## src/inc/epi_regs.svh

```systemverilog
// Register indices, field positions, reset values for the pin interrupt unit
`ifndef EPI_REGS_SVH
`define EPI_REGS_SVH
// Register indices; byte address is four times the index
`define EPI_IDX_CTRL    6'h35
`define EPI_IDX_MASK    6'h3b
`define EPI_IDX_FLAG    6'h3a
`define EPI_IDX_PCML    6'h23
`define EPI_IDX_PCMH    6'h22
// Reset values
`define EPI_RST_CTRL    8'h00
`define EPI_RST_MASK    8'h00
`define EPI_RST_FLAG    8'h00
`define EPI_RST_PCML    8'hc8
`define EPI_RST_PCMH    8'hff
// Writable bits; everything else reads zero
`define EPI_CTRL_WMASK  8'h7b
`define EPI_MASK_WMASK  8'hf0
`define EPI_FLAG_WMASK  8'he0
// Control register fields
`define EPI_B_SENSE     0
`define EPI_B_SLMODE    3
`define EPI_B_SLEN      5
`define EPI_B_PUD       6
// Enable mask fields
`define EPI_B_EN1       7
`define EPI_B_EN0       6
`define EPI_B_PCMAIN    5
`define EPI_B_PCMID     4
// Flag register fields
`define EPI_B_FLG1      7
`define EPI_B_FLG0      6
`define EPI_B_FLGPC     5
// Bus responses
`define EPI_RESP_OKAY   2'b00
`define EPI_RESP_SLVERR 2'b10
`endif
```

## src/inc/epi_pkg.sv

```systemverilog
// Types shared by the pin interrupt unit
`default_nettype none
package epi_pkg;
    // Sense select encoding
    typedef enum logic [1:0] {
        SENSE_LOW  = 2'b00,
        SENSE_ANY  = 2'b01,
        SENSE_FALL = 2'b10,
        SENSE_RISE = 2'b11
    } epi_sense_t;

    // Register selected by an address
    typedef enum {SEL_NONE, SEL_CTRL, SEL_MASK, SEL_FLAG, SEL_PCML,
                  SEL_PCMH} epi_sel_t;

    // Whole state of the top module
    typedef struct packed {
        logic [7:0]  ctrl;
        logic [7:0]  mask;
        logic [7:0]  flag;
        logic [7:0]  pcml;
        logic [7:0]  pcmh;
        logic [1:0]  ext_prev;
        logic [15:0] pc_prev;
        logic        irq0;
        logic        irq1;
        logic        irqpc;
        logic        wake;
        logic        awrdy;
        logic        wrdy;
        logic        aw_got;
        logic        w_got;
        logic [7:0]  waddr;
        logic [7:0]  wdata;
        logic        wstb;
        logic        bvld;
        logic [1:0]  bresp;
        logic        arrdy;
        logic        rvld;
        logic [7:0]  rdata;
        logic [1:0]  rresp;
    } epi_state_t;
endpackage : epi_pkg
`default_nettype wire

```

## src/design/epi_sync.sv

```systemverilog
// Two-stage synchroniser for a group of pin inputs
`default_nettype none
module epi_sync #(
    parameter int W = 18
) (
    // Clock and reset
    input  wire logic         clk,
    input  wire logic         rst_b,
    // Raw and synchronised levels
    input  wire logic [W-1:0] d,
    output logic      [W-1:0] q
);
    logic [W-1:0] meta_ff;

    // First stage is read only by the second stage
    always_ff @(posedge clk) begin
        if (!rst_b) begin
            meta_ff <= '1;
            q       <= '1;
        end else begin
            meta_ff <= d;
            q       <= meta_ff;
        end
    end
endmodule : epi_sync
`default_nettype wire

```

## src/design/epi_top.sv

```systemverilog
// Pin interrupt unit: sense control, pin change, flags, AXI4-Lite slave
//
// Overview of operation
// - Pin activity raises interrupts even when the pin drives an output.
// - Pin change requested when any masked pin-change input toggles.
// - Pin-change detection works without the I/O clock, for wake-up.
// - Enabled low-level pin requests interrupt for as long as it stays low.
// - Edge detection needs the running I/O clock; none while halted.
// - Low level on pin zero is detected without the I/O clock.
// - Low level gone before start-up: wake, but no interrupt; here a short low still raises IRQ_EXT0 while the global enable is set.
// - Pins are sampled first; pulses over one clock make a request.
// - Sense select bits 1:0: low, any change, falling, rising.
// - Control holds pull-up off, sleep enable, sleep mode; 7,2 zero.
// - Mask bit 7 plus global enable requests external interrupt one.
// - Mask bit 6 plus global enable requests external interrupt zero.
// - Bit 5 group enables pin change on inputs 7:0 and 15:12.
// - Mask register bits 3:0 read zero; all bits reset to zero.
// - Bit 4 group enables pin change on inputs 11:8.
// - Flags set on trigger, clear by ack or write one; external flags clear in level.
//
// Added by the designer: the AXI4-Lite slave port.
`include "epi_regs.svh"
`default_nettype none
module epi_top (
    // Clock and reset
    input  wire logic        CORE_CLK,
    input  wire logic        RST_B,
    // AXI4-Lite write channels
    input  wire logic [7:0]  S_AXI_AWADDR,
    input  wire logic        S_AXI_AWVALID,
    output logic             S_AXI_AWREADY,
    input  wire logic [31:0] S_AXI_WDATA,
    input  wire logic [3:0]  S_AXI_WSTRB,
    input  wire logic        S_AXI_WVALID,
    output logic             S_AXI_WREADY,
    output logic [1:0]       S_AXI_BRESP,
    output logic             S_AXI_BVALID,
    input  wire logic        S_AXI_BREADY,
    // AXI4-Lite read channels
    input  wire logic [7:0]  S_AXI_ARADDR,
    input  wire logic        S_AXI_ARVALID,
    output logic             S_AXI_ARREADY,
    output logic [31:0]      S_AXI_RDATA,
    output logic [1:0]       S_AXI_RRESP,
    output logic             S_AXI_RVALID,
    input  wire logic        S_AXI_RREADY,
    // Pins
    input  wire logic [1:0]  EXT_IRQ_PIN,
    input  wire logic [15:0] PIN_CHANGE_INPUTS,
    // Core side
    input  wire logic        GLOBAL_IRQ_EN,
    input  wire logic        IO_CLK_RUN,
    input  wire logic        ACK_EXT0,
    input  wire logic        ACK_EXT1,
    input  wire logic        ACK_PC,
    output logic             IRQ_EXT0,
    output logic             IRQ_EXT1,
    output logic             IRQ_PC,
    output logic             WAKE_REQ,
    output logic             PULLUP_DISABLE,
    output logic             SLEEP_ENABLE,
    output logic [1:0]       SLEEP_MODE
);
    ////////////////////////////////////////////////////////////////////////
    epi_pkg::epi_state_t st_ff;
    epi_pkg::epi_state_t nxt_st;
    logic [17:0]         pins_s;
    logic [1:0]          ext_s;
    logic [15:0]         pc_s;
    epi_pkg::epi_sense_t sense;
    logic [1:0]          ext_trig;
    logic [15:0]         pc_en;
    logic                pc_hit;
    logic [7:0]          flag_clr;
    epi_pkg::epi_sel_t   wsel;

    // Address decode, shared by the read and write paths
    function automatic epi_pkg::epi_sel_t decode(input logic [7:0] a);
        logic [5:0] idx;
        idx = a[7:2];
        if (a[1:0] != 2'b00) return epi_pkg::SEL_NONE;
        unique case (idx)
            `EPI_IDX_CTRL: return epi_pkg::SEL_CTRL;
            `EPI_IDX_MASK: return epi_pkg::SEL_MASK;
            `EPI_IDX_FLAG: return epi_pkg::SEL_FLAG;
            `EPI_IDX_PCML: return epi_pkg::SEL_PCML;
            `EPI_IDX_PCMH: return epi_pkg::SEL_PCMH;
            default:       return epi_pkg::SEL_NONE;
        endcase
    endfunction : decode

    ////////////////////////////////////////////////////////////////////////
    // Pad levels are read straight, whatever the port direction is
    epi_sync #(.W(18)) u_sync (
        .clk   (CORE_CLK),
        .rst_b (RST_B),
        .d     ({EXT_IRQ_PIN, PIN_CHANGE_INPUTS}),
        .q     (pins_s)
    );
    assign ext_s = pins_s[17:16];
    assign pc_s  = pins_s[15:0];

    ////////////////////////////////////////////////////////////////////////
    // Edge recognition per external pin, only while the I/O clock runs
    assign sense = epi_pkg::epi_sense_t'(st_ff.ctrl[`EPI_B_SENSE +: 2]);

    genvar gi;
    generate
        for (gi = 0; gi < 2; gi++) begin : g_edge
            logic rise;
            logic fall;
            assign rise = ext_s[gi] & ~st_ff.ext_prev[gi];
            assign fall = ~ext_s[gi] & st_ff.ext_prev[gi];
            always_comb begin
                unique case (sense)
                    epi_pkg::SENSE_LOW:  ext_trig[gi] = 1'b0;
                    epi_pkg::SENSE_ANY:
                        ext_trig[gi] = IO_CLK_RUN & (rise | fall);
                    epi_pkg::SENSE_FALL: ext_trig[gi] = IO_CLK_RUN & fall;
                    epi_pkg::SENSE_RISE: ext_trig[gi] = IO_CLK_RUN & rise;
                endcase
            end
        end
    endgenerate

    // Group enables per pin: middle group covers 11:8, main the rest
    assign pc_en = {{4{st_ff.mask[`EPI_B_PCMAIN]}},
                    {4{st_ff.mask[`EPI_B_PCMID]}},
                    {8{st_ff.mask[`EPI_B_PCMAIN]}}};
    // Runs without the I/O clock, so pin change can wake any sleep mode
    assign pc_hit = |((pc_s ^ st_ff.pc_prev) & {st_ff.pcmh, st_ff.pcml}
                      & pc_en);

    // Write decode and one-to-clear mask of the pending write
    assign wsel = decode(st_ff.waddr);
    assign flag_clr = (st_ff.aw_got && st_ff.w_got && !st_ff.bvld &&
                       st_ff.wstb && wsel == epi_pkg::SEL_FLAG) ?
                      (st_ff.wdata & `EPI_FLAG_WMASK) : 8'h00;

    ////////////////////////////////////////////////////////////////////////
    // Next-state logic for everything
    always_comb begin
        nxt_st = st_ff;
        nxt_st.ext_prev = ext_s;
        nxt_st.pc_prev  = pc_s;

        // Write address and data, taken in either order
        if (S_AXI_AWVALID && st_ff.awrdy) begin
            nxt_st.aw_got = 1'b1;
            nxt_st.waddr  = S_AXI_AWADDR;
        end
        if (S_AXI_WVALID && st_ff.wrdy) begin
            nxt_st.w_got = 1'b1;
            nxt_st.wdata = S_AXI_WDATA[7:0];
            nxt_st.wstb  = S_AXI_WSTRB[0];
        end
        if (st_ff.bvld && S_AXI_BREADY) begin
            nxt_st.bvld = 1'b0;
        end
        // Commit once both halves are held; upper lanes carry nothing
        if (st_ff.aw_got && st_ff.w_got && !st_ff.bvld) begin
            nxt_st.aw_got = 1'b0;
            nxt_st.w_got  = 1'b0;
            nxt_st.bvld   = 1'b1;
            nxt_st.bresp  = `EPI_RESP_OKAY;
            if (st_ff.wstb) begin
                unique case (wsel)
                    epi_pkg::SEL_CTRL:
                        nxt_st.ctrl = st_ff.wdata & `EPI_CTRL_WMASK;
                    epi_pkg::SEL_MASK:
                        nxt_st.mask = st_ff.wdata & `EPI_MASK_WMASK;
                    epi_pkg::SEL_PCML: nxt_st.pcml = st_ff.wdata;
                    epi_pkg::SEL_PCMH: nxt_st.pcmh = st_ff.wdata;
                    epi_pkg::SEL_FLAG: nxt_st.flag = st_ff.flag;
                    epi_pkg::SEL_NONE: nxt_st.bresp = `EPI_RESP_SLVERR;
                endcase
            end else if (wsel == epi_pkg::SEL_NONE) begin
                nxt_st.bresp = `EPI_RESP_SLVERR;
            end
        end
        nxt_st.awrdy = !nxt_st.aw_got && !nxt_st.bvld;
        nxt_st.wrdy  = !nxt_st.w_got && !nxt_st.bvld;

        // Read channel: one read under way at a time
        if (st_ff.rvld && S_AXI_RREADY) begin
            nxt_st.rvld = 1'b0;
        end
        if (S_AXI_ARVALID && st_ff.arrdy) begin
            nxt_st.rvld  = 1'b1;
            nxt_st.rresp = `EPI_RESP_OKAY;
            unique case (decode(S_AXI_ARADDR))
                epi_pkg::SEL_CTRL: nxt_st.rdata = st_ff.ctrl;
                epi_pkg::SEL_MASK: nxt_st.rdata = st_ff.mask;
                epi_pkg::SEL_FLAG: nxt_st.rdata = st_ff.flag;
                epi_pkg::SEL_PCML: nxt_st.rdata = st_ff.pcml;
                epi_pkg::SEL_PCMH: nxt_st.rdata = st_ff.pcmh;
                epi_pkg::SEL_NONE: begin
                    nxt_st.rdata = 8'h00;
                    nxt_st.rresp = `EPI_RESP_SLVERR;
                end
            endcase
        end
        nxt_st.arrdy = !nxt_st.rvld;

        // Flags: a trigger in the clearing cycle wins over the clear
        nxt_st.flag[`EPI_B_FLG0] = ext_trig[0] |
            (st_ff.flag[`EPI_B_FLG0] & ~ACK_EXT0 &
             ~flag_clr[`EPI_B_FLG0]);
        nxt_st.flag[`EPI_B_FLG1] = ext_trig[1] |
            (st_ff.flag[`EPI_B_FLG1] & ~ACK_EXT1 &
             ~flag_clr[`EPI_B_FLG1]);
        nxt_st.flag[`EPI_B_FLGPC] = pc_hit |
            (st_ff.flag[`EPI_B_FLGPC] & ~ACK_PC &
             ~flag_clr[`EPI_B_FLGPC]);
        // Level sensing keeps both external flags clear
        if (sense == epi_pkg::SENSE_LOW) begin
            nxt_st.flag[`EPI_B_FLG0] = 1'b0;
            nxt_st.flag[`EPI_B_FLG1] = 1'b0;
        end

        // Requests: level asks while low, with no clock needed for it
        nxt_st.irq0 = GLOBAL_IRQ_EN & st_ff.mask[`EPI_B_EN0] &
            ((sense == epi_pkg::SENSE_LOW) ? ~ext_s[0] :
             st_ff.flag[`EPI_B_FLG0]);
        nxt_st.irq1 = GLOBAL_IRQ_EN & st_ff.mask[`EPI_B_EN1] &
            ((sense == epi_pkg::SENSE_LOW) ? ~ext_s[1] :
             st_ff.flag[`EPI_B_FLG1]);
        nxt_st.irqpc = GLOBAL_IRQ_EN & (st_ff.mask[`EPI_B_PCMAIN] |
            st_ff.mask[`EPI_B_PCMID]) & st_ff.flag[`EPI_B_FLGPC];

        // Wake does not need the global enable; a short low requests as well as wakes
        nxt_st.wake = (st_ff.mask[`EPI_B_EN0] & ~ext_s[0] &
                       (sense == epi_pkg::SENSE_LOW))
                      | pc_hit;

        // Synchronous reset to documented values
        if (!RST_B) begin
            nxt_st = '0;
            nxt_st.ctrl    = `EPI_RST_CTRL;
            nxt_st.mask    = `EPI_RST_MASK;
            nxt_st.flag    = `EPI_RST_FLAG;
            nxt_st.pcml    = `EPI_RST_PCML;
            nxt_st.pcmh    = `EPI_RST_PCMH;
            nxt_st.pc_prev = 16'hffff;
            nxt_st.ext_prev = 2'h3;
        end
    end

    // State register
    always_ff @(posedge CORE_CLK) begin
        st_ff <= nxt_st;
    end

    ////////////////////////////////////////////////////////////////////////
    // Outputs straight from state flops
    assign S_AXI_AWREADY  = st_ff.awrdy;
    assign S_AXI_WREADY   = st_ff.wrdy;
    assign S_AXI_BVALID   = st_ff.bvld;
    assign S_AXI_BRESP    = st_ff.bresp;
    assign S_AXI_ARREADY  = st_ff.arrdy;
    assign S_AXI_RVALID   = st_ff.rvld;
    assign S_AXI_RRESP    = st_ff.rresp;
    assign S_AXI_RDATA    = {24'h000000, st_ff.rdata};
    assign IRQ_EXT0       = st_ff.irq0;
    assign IRQ_EXT1       = st_ff.irq1;
    assign IRQ_PC         = st_ff.irqpc;
    assign WAKE_REQ       = st_ff.wake;
    assign PULLUP_DISABLE = st_ff.ctrl[`EPI_B_PUD];
    assign SLEEP_ENABLE   = st_ff.ctrl[`EPI_B_SLEN];
    assign SLEEP_MODE     = st_ff.ctrl[`EPI_B_SLMODE +: 2];
endmodule : epi_top
`default_nettype wire

```

## config.mk

```make
export PLATFORM = sky130hd
export DESIGN_NAME = epi_top
export DESIGN_NICKNAME = d
export VERILOG_FILES = /design/src/inc/epi_pkg.sv /design/src/design/epi_sync.sv /design/src/design/epi_top.sv
export VERILOG_INCLUDE_DIRS = /design/src /design/src/inc
export SDC_FILE = /design/constraint.sdc
export NUM_CORES = 1
export LEC_CHECK = 0
export ABC_AREA = 1
export BUFFER_PORTS_ARGS = -buffer_cell sky130_fd_sc_hd__buf_2
export CORE_AREA = 2 2 76 151
export DETAILED_ROUTE_END_ITERATION = 10
export DIE_AREA = 0 0 78 153
export PLACE_DENSITY_LB_ADDON = 0.3
export SKIP_LAST_GASP = 1
export SYNTH_ARGS = -nofsm -noshare
export SYNTH_HDL_FRONTEND = slang
export SYNTH_SLANG_ARGS = --single-unit
```

## constraint.sdc

```tcl
create_clock -name CORE_CLK -period 1.45 [get_ports CORE_CLK]
set_input_delay 0.145 -clock CORE_CLK [delete_from_list [all_inputs] [get_ports CORE_CLK]]
set_output_delay 0.145 -clock CORE_CLK [all_outputs]
set_load 0.005 [all_outputs]
```

* After elaboration in Yosys (flattened, before gate mapping)
Index checks and enable logic that the tools add are counted.
** Storage, ports and cells
- Logic and storage cells :: 148
- Bits in registers :: 123
- Bits of input ports :: 82
- Output and inout bits :: 49
** Cells by class
- Bitwise gates (word level) :: 45
- Multiplexer cells :: 25
- Reduce and logical (&&, ||, !) cells :: 28
- Eq/ne operators :: 23
** Operators by type and width (count)
- $eq 32x3->1 const B :: 5
- $eq 32x2->1 const B :: 3
- $logic_not 32->1 :: 3
- $eq 32x1->1 const B :: 2
- $eq 6x6->1 const B :: 10
- $pmux 8 s6 :: 1
- $and 16x16->16 :: 2
- $mux 32 :: 1
- $pmux 3 s5 :: 2
- $and 1x1->1 :: 24
- $reduce_or 16->1 :: 1
- $xor 16x16->16 :: 1
- $reduce_and 3->1 :: 4
- $logic_and 1x1->1 :: 11
- $mux 11 :: 1
- $not 1->1 :: 11
- $mux 2 :: 5
- $mux 1 :: 9
- $mux 3 :: 3
- $mux 8 :: 1
- $pmux 1 s4 :: 2
- $or 1x1->1 :: 7
- $logic_not 1->1 :: 5
- $eq 2x2->1 const B :: 2
- other kinds (4) :: 5

* Longest topological paths before layout
Gate-level depths: netlist (run 1).
- Depth in word-level cells :: 9
- Mapped depth :: 12
- Mapped depth without buffers :: 12

* By module
Synthesis (run 1) repeated with hierarchy kept, for this count alone.
** Second synthesis, totals
- Cell total of the unflattened synthesis :: 676
- Area, all modules :: 5228.8 µm²
** Modules (own cells, without submodules)
- epi_top :: seq. area each 1701.6 µm², area each 4176.5 µm², cells an instance 564, times used 1
- epi_sync :: seq. area each 720.7 µm², area each 1052.3 µm², cells an instance 112, times used 1

* Worst setup path before layout (run 1)
Ideal clock, no wire load.
- Path type :: reg-to-reg
- Start point :: register st_ff[29] (netlist name)
- End point :: register st_ff[60] (netlist name)
- Required time :: 1311 ps
- Library setup time :: 139 ps
- Period minus slack after synthesis :: 1530 ps
- Cell stages (with the launch flop) :: 10
- Path slack :: -80 ps
- Arrival :: 1391 ps
- Buffers on the path :: 1
- Path through :: dfxtp_1 -> inv_1 -> nand4_2 -> o211ai_4 -> nand2_4 -> nor2_8 -> nand2_4 -> buf_6 -> nand2_1 -> o211ai_2
** On the way
- Longest elaborated chain between the ends :: 5
- Elaborated cells between the ends (all ways) :: 9
** RTL lines
- from (decl) :: line epi_top.sv:65 : epi_pkg::epi_state_t st_ff;
- from (signal assigned) :: line epi_top.sv:251 : st_ff <= nxt_st;
- $eq 6x6->1 :: line epi_top.sv:82 : unique case (idx)
- $pmux 3 s5 * :: line epi_top.sv:82
- $mux 3 * :: line epi_top.sv:82
- $eq 32x3->1 * :: line epi_top.sv:167 : unique case (wsel)
- $reduce_and 3->1 (no source line) *
Every way passes the cells marked *; elsewhere a longest branch is shown, timed or not.
A chain may end at the register's enable or synchronous reset.

* Worst setup path in the final report (run 1)
- Start point :: register st_ff[28] (netlist name)
- End point :: register st_ff[59] (netlist name)
Same word-level chain as after synthesis.

==> results by group, run 1 <==
Outcome
  – Run status: finished, violations left
  – Violated checks: setup timing

Worst setup path
  – Worst setup path startpoint: st_ff[28]$_SDFFE_PN0P_
  – CP Class: reg2reg
  – Critical path buffers and inverters: 2
  – CP Max Fanout: 8
  – R2R setup slack: -0.13 ns
  – Worst-path cell chain: buf_4 -> nand4_4 -> o211ai_4 -> nand2_4 -> nor2_8 -> buf_12 -> nand2_8 -> nand2_1 -> o211ai_2
  – Endpoint required time on the critical path: about 1.7 ns
  – Cell with the largest stage delay on the worst path: dfxtp_4
  – Startpoint kind of the worst setup timing path: flop
  – Sort of element at the end of the critical path: flop
  – CP Data Arrival Time: 1.86 ns
  – Number of cells on the worst reg-to-reg path: 9
  – Gate family responsible for the most delay along the worst path: simple AND/OR/NAND/NOR gates
  – Endpoint of the most critical register-to-register path: st_ff[59]$_SDFFE_PN1P_
  – Worst stage delay on the critical path: approximately 0.37 ns
  – Crit Reg-Reg Startpoint: st_ff[28]$_SDFFE_PN0P_

Global route
  – Maximum number of pins on one net before global-route repair: 55
  – Number of global-route vias before repair: roughly 4k
  – Total global-route track usage: between 20 and 25%
  – Wire length of the first global-routing pass: 18770 um
  – GRT overflow: 0
  – Number of antenna violations at the first check in global routing: 0

Synthesis
  – Number of flops mapped to enable cells by yosys: 0
  – Count of warnings emitted by yosys: 0
  – Predominant post-synthesis flop cell: dfxtp_1
  – Area of the mapped netlist: approximately 5100 um^2
  – Synthesized area divided by synthesized cell count: 8.092 um^2
  – Synthesized netlist cell count: around 630
  – Distinct cell type count of the synthesized netlist: 36
  – Proportion of register bits with asynchronous set or reset after synthesis: 0%
  – Total of flip-flops plus latches after synthesis: between 100 and 150
  – Share of the yosys chip area belonging to registers: a little under half

Cells and area
  – Fin nets: 838
  – Final cell area excluding filler cells: about 6800 um^2
  – Final core utilization: 62.55%
  – # diodes: 0
  – Layout-stage area growth over the synthesis result: 32.84%
  – Proportion of layout cells with a drive suffix above 1: between 30% and 40%

Timing
  – Hold WS: approximately 0.0024 ns
  – Worst Slack Setup Final: -0.1271 ns
  – Final Hold Violating Endpoints: 0
  – Final min period: 1.577 ns
  – Relative slew slack: 66.26%
  – Final-report setup violation count: 22
  – RSZ-0062 raised after global routing: yes
  – Transition time of the tightest slew-check pin: slightly above 0.5 ns
  – Total count of max-transition violations in the final report: 0
  – Ratio of final minimum period to clock period: 108.8%
  – Achievable frequency: 634.1 MHz
  – Worst clock skew: roughly 0.0083 ns

Route
  – Count of nets left with antenna violations after detail routing: 0
  – DRC: 0
  – Number of design-rule violations left by the first detailed-router iteration: 211
  – Number of iterations in the first detailed-routing pass: 5
  – Detailed-route vias per instance: roughly 4.8
  – Routed WL: between 10000 and 15000 um
  – Total vias in the final route: around 4.4k
  – Per-cell routed wire length: ~14 um

Placement
  – Number of buffer cells added on primary ports: 77
  – Detailed placement HPWL: 8696 um
  – Placed cell areas: approximately 5600 um^2
  – Final weighted congestion of routability-driven global placement: ~0.95

Clock tree
  – Clock slew seen by the registers of the worst setup and hold paths: 0.06 ns
  – Number of clock buffers inserted by TritonCTS: 17
  – Num Clock Sinks: 121
  – TritonCTS clock tree: done
  – Insertion delay to the later sink of the worst-skew pair: approximately 0.41 ns
  – Number of buffers on the longest clock path: 2
  – H-tree depth: 4
  – Root cell of the clock tree: clkbuf_16

Die
  – Effective utilization at floorplan: between 40 and 50%
  – Standard cell core area: about 11000 um^2
  – Top-level port count: 131
  – Row count: 54
  – Horiz. Die Dim: between 70 and 80 um
  – Area enclosed by the die boundary: around 12000 um^2
  – Die Y: around 150 um

Power
  – Worst IR Drop VDD: about 0.93 mV
  – Power density normalized to cell area: between 1000 and 1500 nW/um^2
  – Static Leak: 3.064 nW

Job
  – Max-cap viol count: 0

Min path
  – Count of cells along the worst hold path: 3
  – Worst hold path class: in2reg
  – Endpoint of the worst hold-timing path: st_ff[15]$_SDFFE_PN0P_
  – Startpoint of the worst hold path: S_AXI_WSTRB[0]
## sequential cells by signal, summed over array words and instances, names as in the netlist
| register | cells |
|---|---|
| st_ff | 58 |
| S_AXI_RDATA | 8 |
| WAKE_REQ | 1 |
| u_sync.q | 18 |
| S_AXI_BVALID | 1 |
| S_AXI_WREADY | 1 |
| SLEEP_MODE | 2 |
| IRQ_PC | 1 |
| S_AXI_RVALID | 1 |
| pc_en | 2 |
| S_AXI_BRESP | 1 |
| S_AXI_ARREADY | 1 |
| u_sync.meta_ff | 18 |
| IRQ_EXT1 | 1 |
| SLEEP_ENABLE | 1 |
| S_AXI_RRESP | 1 |
| sense | 2 |
| IRQ_EXT0 | 1 |
| S_AXI_AWREADY | 1 |
| PULLUP_DISABLE | 1 |
## power breakdown
group / internal, mW / switching, mW / total [mW]
combinational: 0.267 / 0.297 / 0.564
sequential: 3.44 / 0.0795 / 3.52
clock: 3.23 / 1.53 / 4.76
## Yosys cell counts, types with 3 or more instances
master / count / area [um^2]
o21ai_0: 30 / 150.1
nor2_2: 5 / 31.28
o211ai_2: 7 / 87.58
ha_1: 4 / 50.05
xor2_1: 9 / 78.83
nand2_1: 114 / 427.9
clkbuf_1: 13 / 48.80
dfxtp_1: 121 / 2422
nand3_1: 44 / 220.2
inv_1: 45 / 168.9
nor2_1: 53 / 198.9
nand4_1: 5 / 31.28
nor3_1: 4 / 20.02
buf_4: 39 / 292.8
nand3b_1: 3 / 22.52
or2_2: 57 / 356.6
a21oi_1: 48 / 240.2
## worst max-delay path by stage
| stage | end | slack, ns | depth (start not counted) |
|---|---|---|---|
| after global placement | SLEEP_MODE[0]$_SDFFE_PN0P_ | -0.04 | 9 |
| after floorplan | st_ff[60]$_SDFFE_PN1P_ | -0.04 | 10 |
| after global routing | st_ff[58]$_SDFFE_PN1P_ | -0.20 | 10 |
| after CTS | st_ff[58]$_SDFFE_PN1P_ | -0.06 | 9 |
| after detailed placement | SLEEP_MODE[1]$_SDFFE_PN0P_ | -0.09 | 9 |
| final | st_ff[59]$_SDFFE_PN1P_ | -0.13 | 9 |
## layer usage
metal	global-route usage [%]	vias to the layer above	wire length, um
met5	0	-	0
met4	15.04	0	806
met3	4.604	43	406
met2	39.20	122	6892
met1	18.25	1988	4218
li1	-	2214	-
## layout make-up
| class | count | area, um^2 |
|---|---|---|
| fill | 930 | 4049 |
| sequential | 121 | 2437 |
| multi-input combinational | 429 | 2335 |
| timing repair buffer | 134 | 950.9 |
| clock buffer | 17 | 425.4 |
| clock inverter | 15 | 249.0 |
| inverter | 49 | 188.9 |
| tap | 140 | 175.2 |
## metrics by stage
| step | power [mW] | TNS [ns] | worst slack, ns | cells |
|---|---|---|---|---|
| global placement | 4.057 | -0.2647 | -0.04042 | 840 |
| global route | 9.127 | -3.587 | -0.1990 | 905 |
| finish | 8.850 | -1.080 | -0.1271 | 905 |
| detailed placement | 4.076 | -1.033 | -0.08550 | 840 |
| floorplan | 3.910 | -0.1034 | -0.04305 | 654 |
| CTS | 8.868 | -0.5157 | -0.06263 | 899 |
## cell usage in the layout, fill, tap and decap left out, types with 9 or more instances in the layout
cell type	count
xor2_1	9
o21ai_0	25
a21oi_1	46
nand2_1	110
or2_2	57
buf_4	24
dlygate4sd3_1	24
conb_1	26
dfxtp_1	115
buf_2	77
clkbuf_16	17
nand3_1	42
nor2_1	50
inv_1	41
## what timing repair did
item                                    4_1_cts  5_1_grt
gates cloned                                  0        1
pin swaps                                     4        5
endpoints found under the setup margin       27       31
hold buffers                                 24        0
gates resized for setup                      12       26
hold endpoints to repair                     24        0
buffers inserted                              3        5
## cells by family after synthesis
logic type / share of synthesized area, %
AND/OR/NAND/NOR: 27.83
other: 0.07368
XOR/XNOR: 1.549
flip-flops: 47.59
adder cells (fa/ha/maj): 0.9833
AO/OA/AOI/OAI: 11.18
buffers and inverters: 10.79
## worst register-to-register path, stage by stage, from the launching register on
cell,delay [ns]
dfxtp_4,0.37
buf_4,0.12
nand4_4,0.11
o211ai_4,0.23
nand2_4,0.09
nor2_8,0.14
buf_12,0.15
nand2_8,0.08
nand2_1,0.09
o211ai_2,0.08
Note: power is estimated with default switching activity, not from simulation.
==> run 2: changes to the inputs <==
- CORE_AREA: 2 2 76 151 -> 2 2 81 142
- DIE_AREA: 0 0 78 153 -> 0 0 83 144
==> results by group, run 2 (synthesized netlist as in run 1, its figures left out) <==
Clock tree
  – Num Clock Sinks: between 100 and 150
  – Clock slew seen by the registers of the worst setup and hold paths: around 0.06 ns
  – Root cell of the clock tree: clkbuf_16
  – Insertion delay to the later sink of the worst-skew pair: just over 0.4 ns
  – Number of buffers on the longest clock path: 2
  – Number of clock buffers inserted by TritonCTS: 17
  – H-tree depth: 4
  – TritonCTS clock tree: done

Global route
  – Number of antenna violations at the first check in global routing: 0
  – GRT overflow: 0
  – Number of global-route vias before repair: just over 4k
  – Total global-route track usage: 19.49%
  – Maximum number of pins on one net before global-route repair: 54
  – Wire length of the first global-routing pass: 18210 um

Cells and area
  – Fin nets: between 800 and 900
  – Register bank with the most flops: st_ff
  – Commonest cells after routing, fill and taps aside: 115 x dfxtp_1, 109 x nand2_1, 77 x buf_2, 57 x or2_2, 50 x nor2_1
  – Layout-stage area growth over the synthesis result: 29.62%
  – Biggest regs: st_ff: 58 flops, u_sync.meta_ff: 18 flops, u_sync.q: 18 flops
  – # diodes: 0
  – Flip-flop count of the largest register, all copies and words added: 58
  – Most common cell after layout, fill and taps aside: dfxtp_1
  – Final core utilization: between 60% and 70%
  – Proportion of layout cells with a drive suffix above 1: around a third

Power
  – Int Power: 6.430 mW
  – Worst IR Drop VDD: around 1.1 mV
  – Share of total power in sequential cells: around 43%
  – Clock share of power: about half
  – Static Leak: 2.966 nW
  – Combinational power share: approximately 6.5%
  – Net switching component of the power: about 1.8 mW
  – Total power draw: 8.261 mW
  – Switching part of the total power: between 20 and 25%
  – Power density normalized to cell area: 1252 nW/um^2

Worst setup path
  – CP Max Fanout: 6
  – Endpoint required time on the critical path: around 1.8 ns
  – CP Class: reg2reg
  – Cell with the largest stage delay on the worst path: dfxtp_2
  – Critical path's most frequent cell: nand2_4
  – CP Data Arrival Time: roughly 1.8 ns
  – Number of cells on the worst reg-to-reg path: 9
  – Worst stage delay on the critical path: approximately 0.35 ns
  – Startpoint kind of the worst setup timing path: flop
  – Worst-path cell chain: inv_4 -> nor2_4 -> nand4_1 -> o211ai_4 -> nand2_4 -> nor2_8 -> nand2_4 -> o21ai_1 -> nor2_1
  – Sort of element at the end of the critical path: flop

Timing
  – Final-report setup violation count: 22
  – RSZ-0062 raised after global routing: yes
  – Worst Slack Setup Final: -0.09619 ns
  – Total count of max-transition violations in the final report: 0
  – Worst clock skew: between 0.007 and 0.008 ns
  – Achievable frequency: between 600 and 700 MHz
  – Final min period: between 1.5 and 2 ns
  – Ratio of final minimum period to clock period: 106.6%
  – Final Hold Violating Endpoints: 0

Placement
  – Number of buffer cells added on primary ports: 77
  – Final weighted congestion of routability-driven global placement: roughly 0.93
  – Detailed placement HPWL: ~8600 um

Outcome
  – Violated checks: setup timing
  – Run status: finished, violations left

Die
  – Effective utilization at floorplan: a little under half
  – Area enclosed by the die boundary: 11950 um^2
  – Standard cell core area: 10910 um^2
  – Top-level port count: roughly 130
  – Horiz. Die Dim: 83 um
  – Row count: around 50
  – Die Y: between 100 and 150 um

Min path
  – Worst hold path class: in2reg
  – Count of cells along the worst hold path: 3

Route
  – Per-cell routed wire length: roughly 13 um
  – Detailed-route vias per instance: 4.874
  – Routed WL: roughly 12000 um
  – DRC: 0
  – Total vias in the final route: ~4.3k
  – Number of design-rule violations left by the first detailed-router iteration: between 150 and 200
  – Number of iterations in the first detailed-routing pass: 6
  – Count of nets left with antenna violations after detail routing: 0

Job
  – Max-cap viol count: 0
run 2: cell types whose count changed in the layout (fill, tap and decap cells not counted), moves of 2 or more:
cell       previous run  this run
buf_4                24        18
nand3_2               1         4
nand3_1              42        39
clkinv_4              4         2
bufinv_16             6         3
nand2_2               2         5
o21ai_2               1         5
o21ai_0              25        23
clkinv_2              2         6
a21oi_1              46        43
a21oi_2               2         5
buf_12                5         3
nand2_4               6         3
o21ai_1               5         2
run 2: cell type report:
class,count,area [um^2]
fillers,957,4314
flip-flops and latches,121,2435
multi-input cells,428,2357
repair buffers,125,855.8
clock buffers,19,442.9
inverters,49,188.9
well taps,132,165.2
clock inverters,13,152.6
run 2: power by group through the flow:
stage / clock network, mW / registers (mW) / logic [mW]
6_report: 4.20 / 3.53 / 0.539
3_3_place_gp: 0 / 3.58 / 0.459
3_5_place_dp: 0 / 3.59 / 0.471
2_1_floorplan: 0 / 3.57 / 0.341
4_1_cts: 4.24 / 3.52 / 0.530
5_1_grt: 4.41 / 3.53 / 0.603
run 2: path summary, 6_finish.rpt:
path                            slack, ns                      to                          from
worst min register to register       0.41  u_sync.q[0]$_SDFF_PN1_  u_sync.meta_ff[0]$_SDFF_PN1_
worst max register to register       -0.1   sense[1]$_SDFFE_PN0P_        st_ff[27]$_SDFFE_PN0P_
worst max-delay path                 -0.1   sense[1]$_SDFFE_PN0P_        st_ff[27]$_SDFFE_PN0P_
worst min-delay path                0.004  st_ff[24]$_SDFFE_PN0P_               S_AXI_AWADDR[0]
run 2: per-layer routing:
layer	vias to the layer above	wire, um	GRT usage, %	part of all wire (%)
li1	2194	-	-	-
met5	-	0	0	0
met1	1970	4149	17.53	35
met2	124	6548	38.24	56
met4	0	596	12.94	5.1
met3	35	451	4.281	3.8
run 2: stage by stage:
| stage | hold slack (ns) | TNS (ns) | cells | setup slack, ns | area [um^2] |
|---|---|---|---|---|---|
| global placement | 0.3309 | -0.1122 | 829 | -0.02222 | 5590 |
| floorplan | 0.2516 | -0.1034 | 654 | -0.04305 | 5202 |
| finish | 0.003615 | -0.7197 | 887 | -0.09619 | 6598 |
| global route | 0.01401 | -2.499 | 887 | -0.1276 | 6598 |
| CTS | 0.004632 | -1.091 | 886 | -0.09514 | 6484 |
| detailed placement | 0.3326 | -1.191 | 829 | -0.1596 | 5590 |
run 2: worst max-delay path: cells and delay by family, from the launching register on:
kind / cells / cell delay (ns)
buf+inv: 1 / 0.05
simple gates: 6 / 0.70
compound gates: 2 / 0.33
flops: 1 / 0.35
run 2: repair_timing:
| item | in CTS | in global routing |
|---|---|---|
| gates resized for setup | 19 | 29 |
| hold buffers | 23 | 0 |
| setup buffers | 2 | 1 |
| pin swaps | 5 | 13 |
| hold endpoints to repair | 23 | 0 |
| endpoints found under the setup margin | 26 | 30 |
==> run 3: changes to the inputs <==
- CORE_AREA: 2 2 81 142 -> 2 2 82 144
- DIE_AREA: 0 0 83 144 -> 0 0 84 146
- SYNTH_HIERARCHICAL: not set -> 1
==> results by group, run 3 <==
Outcome
  – Run status: finished, violations left
  – Violated checks: setup timing

Die
  – Horiz. Die Dim: 84 um
  – Die Y: around 150 um
  – Standard cell core area: around 11000 um^2
  – Area enclosed by the die boundary: between 10000 and 15000 um^2
  – Row count: 51
  – Top-level port count: approximately 130
  – Effective utilization at floorplan: a little under half

Synthesis
  – Synthesized area divided by synthesized cell count: around 7.7 um^2
  – Share of the yosys chip area belonging to registers: around 46%
  – Commonest cells in the netlist: 134 x nand2_1, 121 x dfxtp_1, 92 x inv_1, 66 x nor2_1, 45 x nand3_1
  – Dominant cells by area after synthesis: dfxtp_1 46%, nand2_1 9.6%, inv_1 6.6%, buf_4 5.6%, nor2_1 4.7%
  – Number of flops mapped to enable cells by yosys: 0
  – Distinct cell type count of the synthesized netlist: 40
  – Predominant post-synthesis flop cell: dfxtp_1
  – Count leader, synth: nand2_1
  – Cell type with the largest total area after synthesis: dfxtp_1
  – Main combinational cell family by area after synthesis: simple AND/OR/NAND/NOR gates
  – Count of warnings emitted by yosys: 6
  – Proportion of register bits with asynchronous set or reset after synthesis: 0%
  – Proportion of synthesized area in mux cells: 0%
  – Portion of synthesized cell area occupied by the leading cell type: between 40% and 50%
  – Area of the mapped netlist: about 5200 um^2
  – Xor/xnor cell area share of the yosys netlist: 1.340%
  – Synthesized netlist cell count: 676
  – Total of flip-flops plus latches after synthesis: 121
  – Post-synthesis simple-gate area fraction: between 20% and 30%
  – Post-synthesis share of cell area spent on full adders, half adders and majority gates: 0.9572%
  – Synthesized-area fraction occupied by ao, oa, aoi and oai cells: around 10%

Cells and area
  – Fin nets: around 900
  – Flip-flop count of the largest register, all copies and words added: 58
  – Register bank with the most flops: st_ff
  – Combined area of the multi-input logic cells: roughly 2300 um^2
  – # diodes: 0
  – Commonest cells after routing, fill and taps aside: 123 x nand2_1, 115 x dfxtp_1, 87 x inv_1, 77 x buf_2, 62 x nor2_1
  – Fillcell total: around 1000
  – Sequential cell area: 2437 um^2
  – Proportion of layout cells with a drive suffix above 1: 27.35%
  – Biggest regs: st_ff: 58 flops, u_sync/meta_ff: 18 flops, u_sync/q: 18 flops
  – Most common cell after layout, fill and taps aside: nand2_1
  – Layout-stage area growth over the synthesis result: 28.93%
  – Final core utilization: about three fifths

Timing
  – Final min period: about 1.6 ns
  – RSZ-0062 raised after global routing: yes
  – Final-report setup violation count: 27
  – Worst clock skew: 0.004653 ns
  – Worst Slack Setup Final: -0.1076 ns
  – Ratio of final minimum period to clock period: 107.4%
  – Final Hold Violating Endpoints: 0
  – Total count of max-transition violations in the final report: 0
  – Achievable frequency: between 600 and 700 MHz

Power
  – Power density normalized to cell area: about 1200 nW/um^2
  – Static Leak: between 3 and 4 nW
  – Worst IR Drop VDD: 0.8980 mV

Global route
  – Total global-route track usage: about 20%
  – Wire length of the first global-routing pass: 19940 um
  – Maximum number of pins on one net before global-route repair: 79
  – Number of global-route vias before repair: 4314
  – GRT overflow: 0
  – Number of antenna violations at the first check in global routing: 0

Worst setup path
  – Sort of element at the end of the critical path: flop
  – Startpoint kind of the worst setup timing path: flop
  – Worst setup path startpoint: st_ff[30]$_SDFFE_PN0P_
  – Number of cells on the worst reg-to-reg path: 8
  – CP Max Fanout: 8
  – Endpoint required time on the critical path: between 1.5 and 2 ns
  – Crit Reg-Reg Startpoint: st_ff[30]$_SDFFE_PN0P_
  – CP Data Arrival Time: roughly 1.9 ns
  – CP Class: reg2reg
  – Endpoint of the most critical register-to-register path: pc_en[0]$_SDFFE_PN0P_
  – R2R setup slack: -0.11 ns
  – Worst setup endpoint: pc_en[0]$_SDFFE_PN0P_

Route
  – Routed WL: 12550 um
  – Number of iterations in the first detailed-routing pass: 6
  – Per-cell routed wire length: roughly 13 um
  – Count of nets left with antenna violations after detail routing: 0
  – Detailed-route vias per instance: approximately 5
  – Number of design-rule violations left by the first detailed-router iteration: around 220
  – DRC: 0
  – Total vias in the final route: 4583

Placement
  – Number of buffer cells added on primary ports: 77
  – Place WS: -0.1082 ns
  – Final weighted congestion of routability-driven global placement: around 0.9
  – Detailed placement HPWL: 8759 um

Job
  – Max-cap viol count: 0

Min path
  – Worst hold path class: in2reg

Clock tree
  – H-tree depth: 4
  – Clock slew seen by the registers of the worst setup and hold paths: 0.05 ns
  – Number of clock buffers inserted by TritonCTS: 17
  – Insertion delay to the later sink of the worst-skew pair: 0.41 ns
  – Number of buffers on the longest clock path: 2
  – TritonCTS clock tree: done
  – Root cell of the clock tree: clkbuf_16
  – Num Clock Sinks: roughly 120
==> run 3: cell count changes after synthesis, sizes merged, moves of 3 or more <==
| cell | before | now |
|---|---|---|
| a21oi | 48 | 40 |
| buf | 43 | 47 |
| inv | 47 | 94 |
| nand2 | 118 | 140 |
| nand3 | 44 | 49 |
| nor2 | 60 | 73 |
| o211ai | 8 | 5 |
| o21ai | 31 | 37 |
| or2 | 57 | 21 |
| xor2 | 9 | 6 |
==> run 3: stage by stage <==
step | power (mW) | cells | setup TNS [ns] | area (um^2) | hold WS (ns)
after floorplan | 3.924 | 701 | -0.01489 | 5336 | 0.2298
after global placement | 4.049 | 881 | -0.1600 | 5703 | 0.3174
after detailed placement | 4.071 | 881 | -1.889 | 5703 | 0.3178
after CTS | 8.271 | 939 | -1.713 | 6621 | 0.00001685
after global routing | 8.525 | 940 | -4.258 | 6741 | 0.02794
final | 8.228 | 940 | -1.815 | 6741 | 0.01188
==> run 3: power breakdown <==
group,internal [mW],total [mW],switching (mW)
registers,3.45,3.53,0.0794
logic,0.248,0.559,0.311
clock network,2.76,4.14,1.38
total,6.46,8.23,1.77
==> run 3: critical path, cell delays in order (launching register included) <==
cell      delay (ns)
dfxtp_4         0.36
nand2_4         0.09
inv_2           0.03
nand4_1         0.13
o211ai_4        0.14
buf_6           0.16
nor3_4          0.30
buf_4           0.17
a21oi_1         0.06
==> run 3: kinds of logic after synthesis <==
| group | after synthesis |
|---|---|
| AND/OR/NAND/NOR | 300 |
| buffers and inverters | 152 |
| flip-flops | 121 |
| AO/OA/AOI/OAI | 90 |
| XOR/XNOR | 8 |
| adder cells (fa/ha/maj) | 4 |
| other | 1 |
==> run 3: layer usage <==
metal  track usage, %  up-vias  part of all wire, %
li1                 -     2294                    -
met1            19.76     2092                   35
met2            38.84      153                   55
met3            4.027       44                  4.5
met4            12.10        0                  4.7
met5                0        -                    0
==> run 3: worst min path at each step <==
| stage | from | end | slack (ns) | cells after the start |
|---|---|---|---|---|
| final | S_AXI_WDATA[3] | st_ff[19]$_SDFFE_PN0P_ | 0.01 | 3 |
| after global routing | ACK_EXT1 | st_ff[81]$_SDFF_PP0_ | 0.03 | 3 |
| after floorplan | PIN_CHANGE_INPUTS[0] | u_sync/meta_ff[0]$_SDFF_PN1_ | 0.23 | 2 |
| after global placement | PIN_CHANGE_INPUTS[0] | u_sync/meta_ff[0]$_SDFF_PN1_ | 0.32 | 3 |
| after CTS | ACK_EXT1 | st_ff[81]$_SDFF_PP0_ | 0.00002 | 3 |
| after detailed placement | PIN_CHANGE_INPUTS[7] | u_sync/meta_ff[7]$_SDFF_PN1_ | 0.32 | 3 |
==> run 3: what timing repair did <==
action | 4_1_cts | 5_1_grt
resized for setup | 21 | 27
hold buffers | 21 | 0
gates cloned | 2 | 0
endpoints found under the setup margin | 31 | 31
pin swaps | 9 | 13
hold endpoints to repair | 21 | 0
buffers inserted | 5 | 2
==> run 3: final cells by class <==
type / count / share of cell area [%]
flip-flops and latches: 121 / 36.15
multi-input cells: 429 / 33.67
repair buffers: 134 / 13.73
inverters: 94 / 5.308
clock buffers: 22 / 6.886
clock inverters: 8 / 1.800
well taps: 132 / 2.450
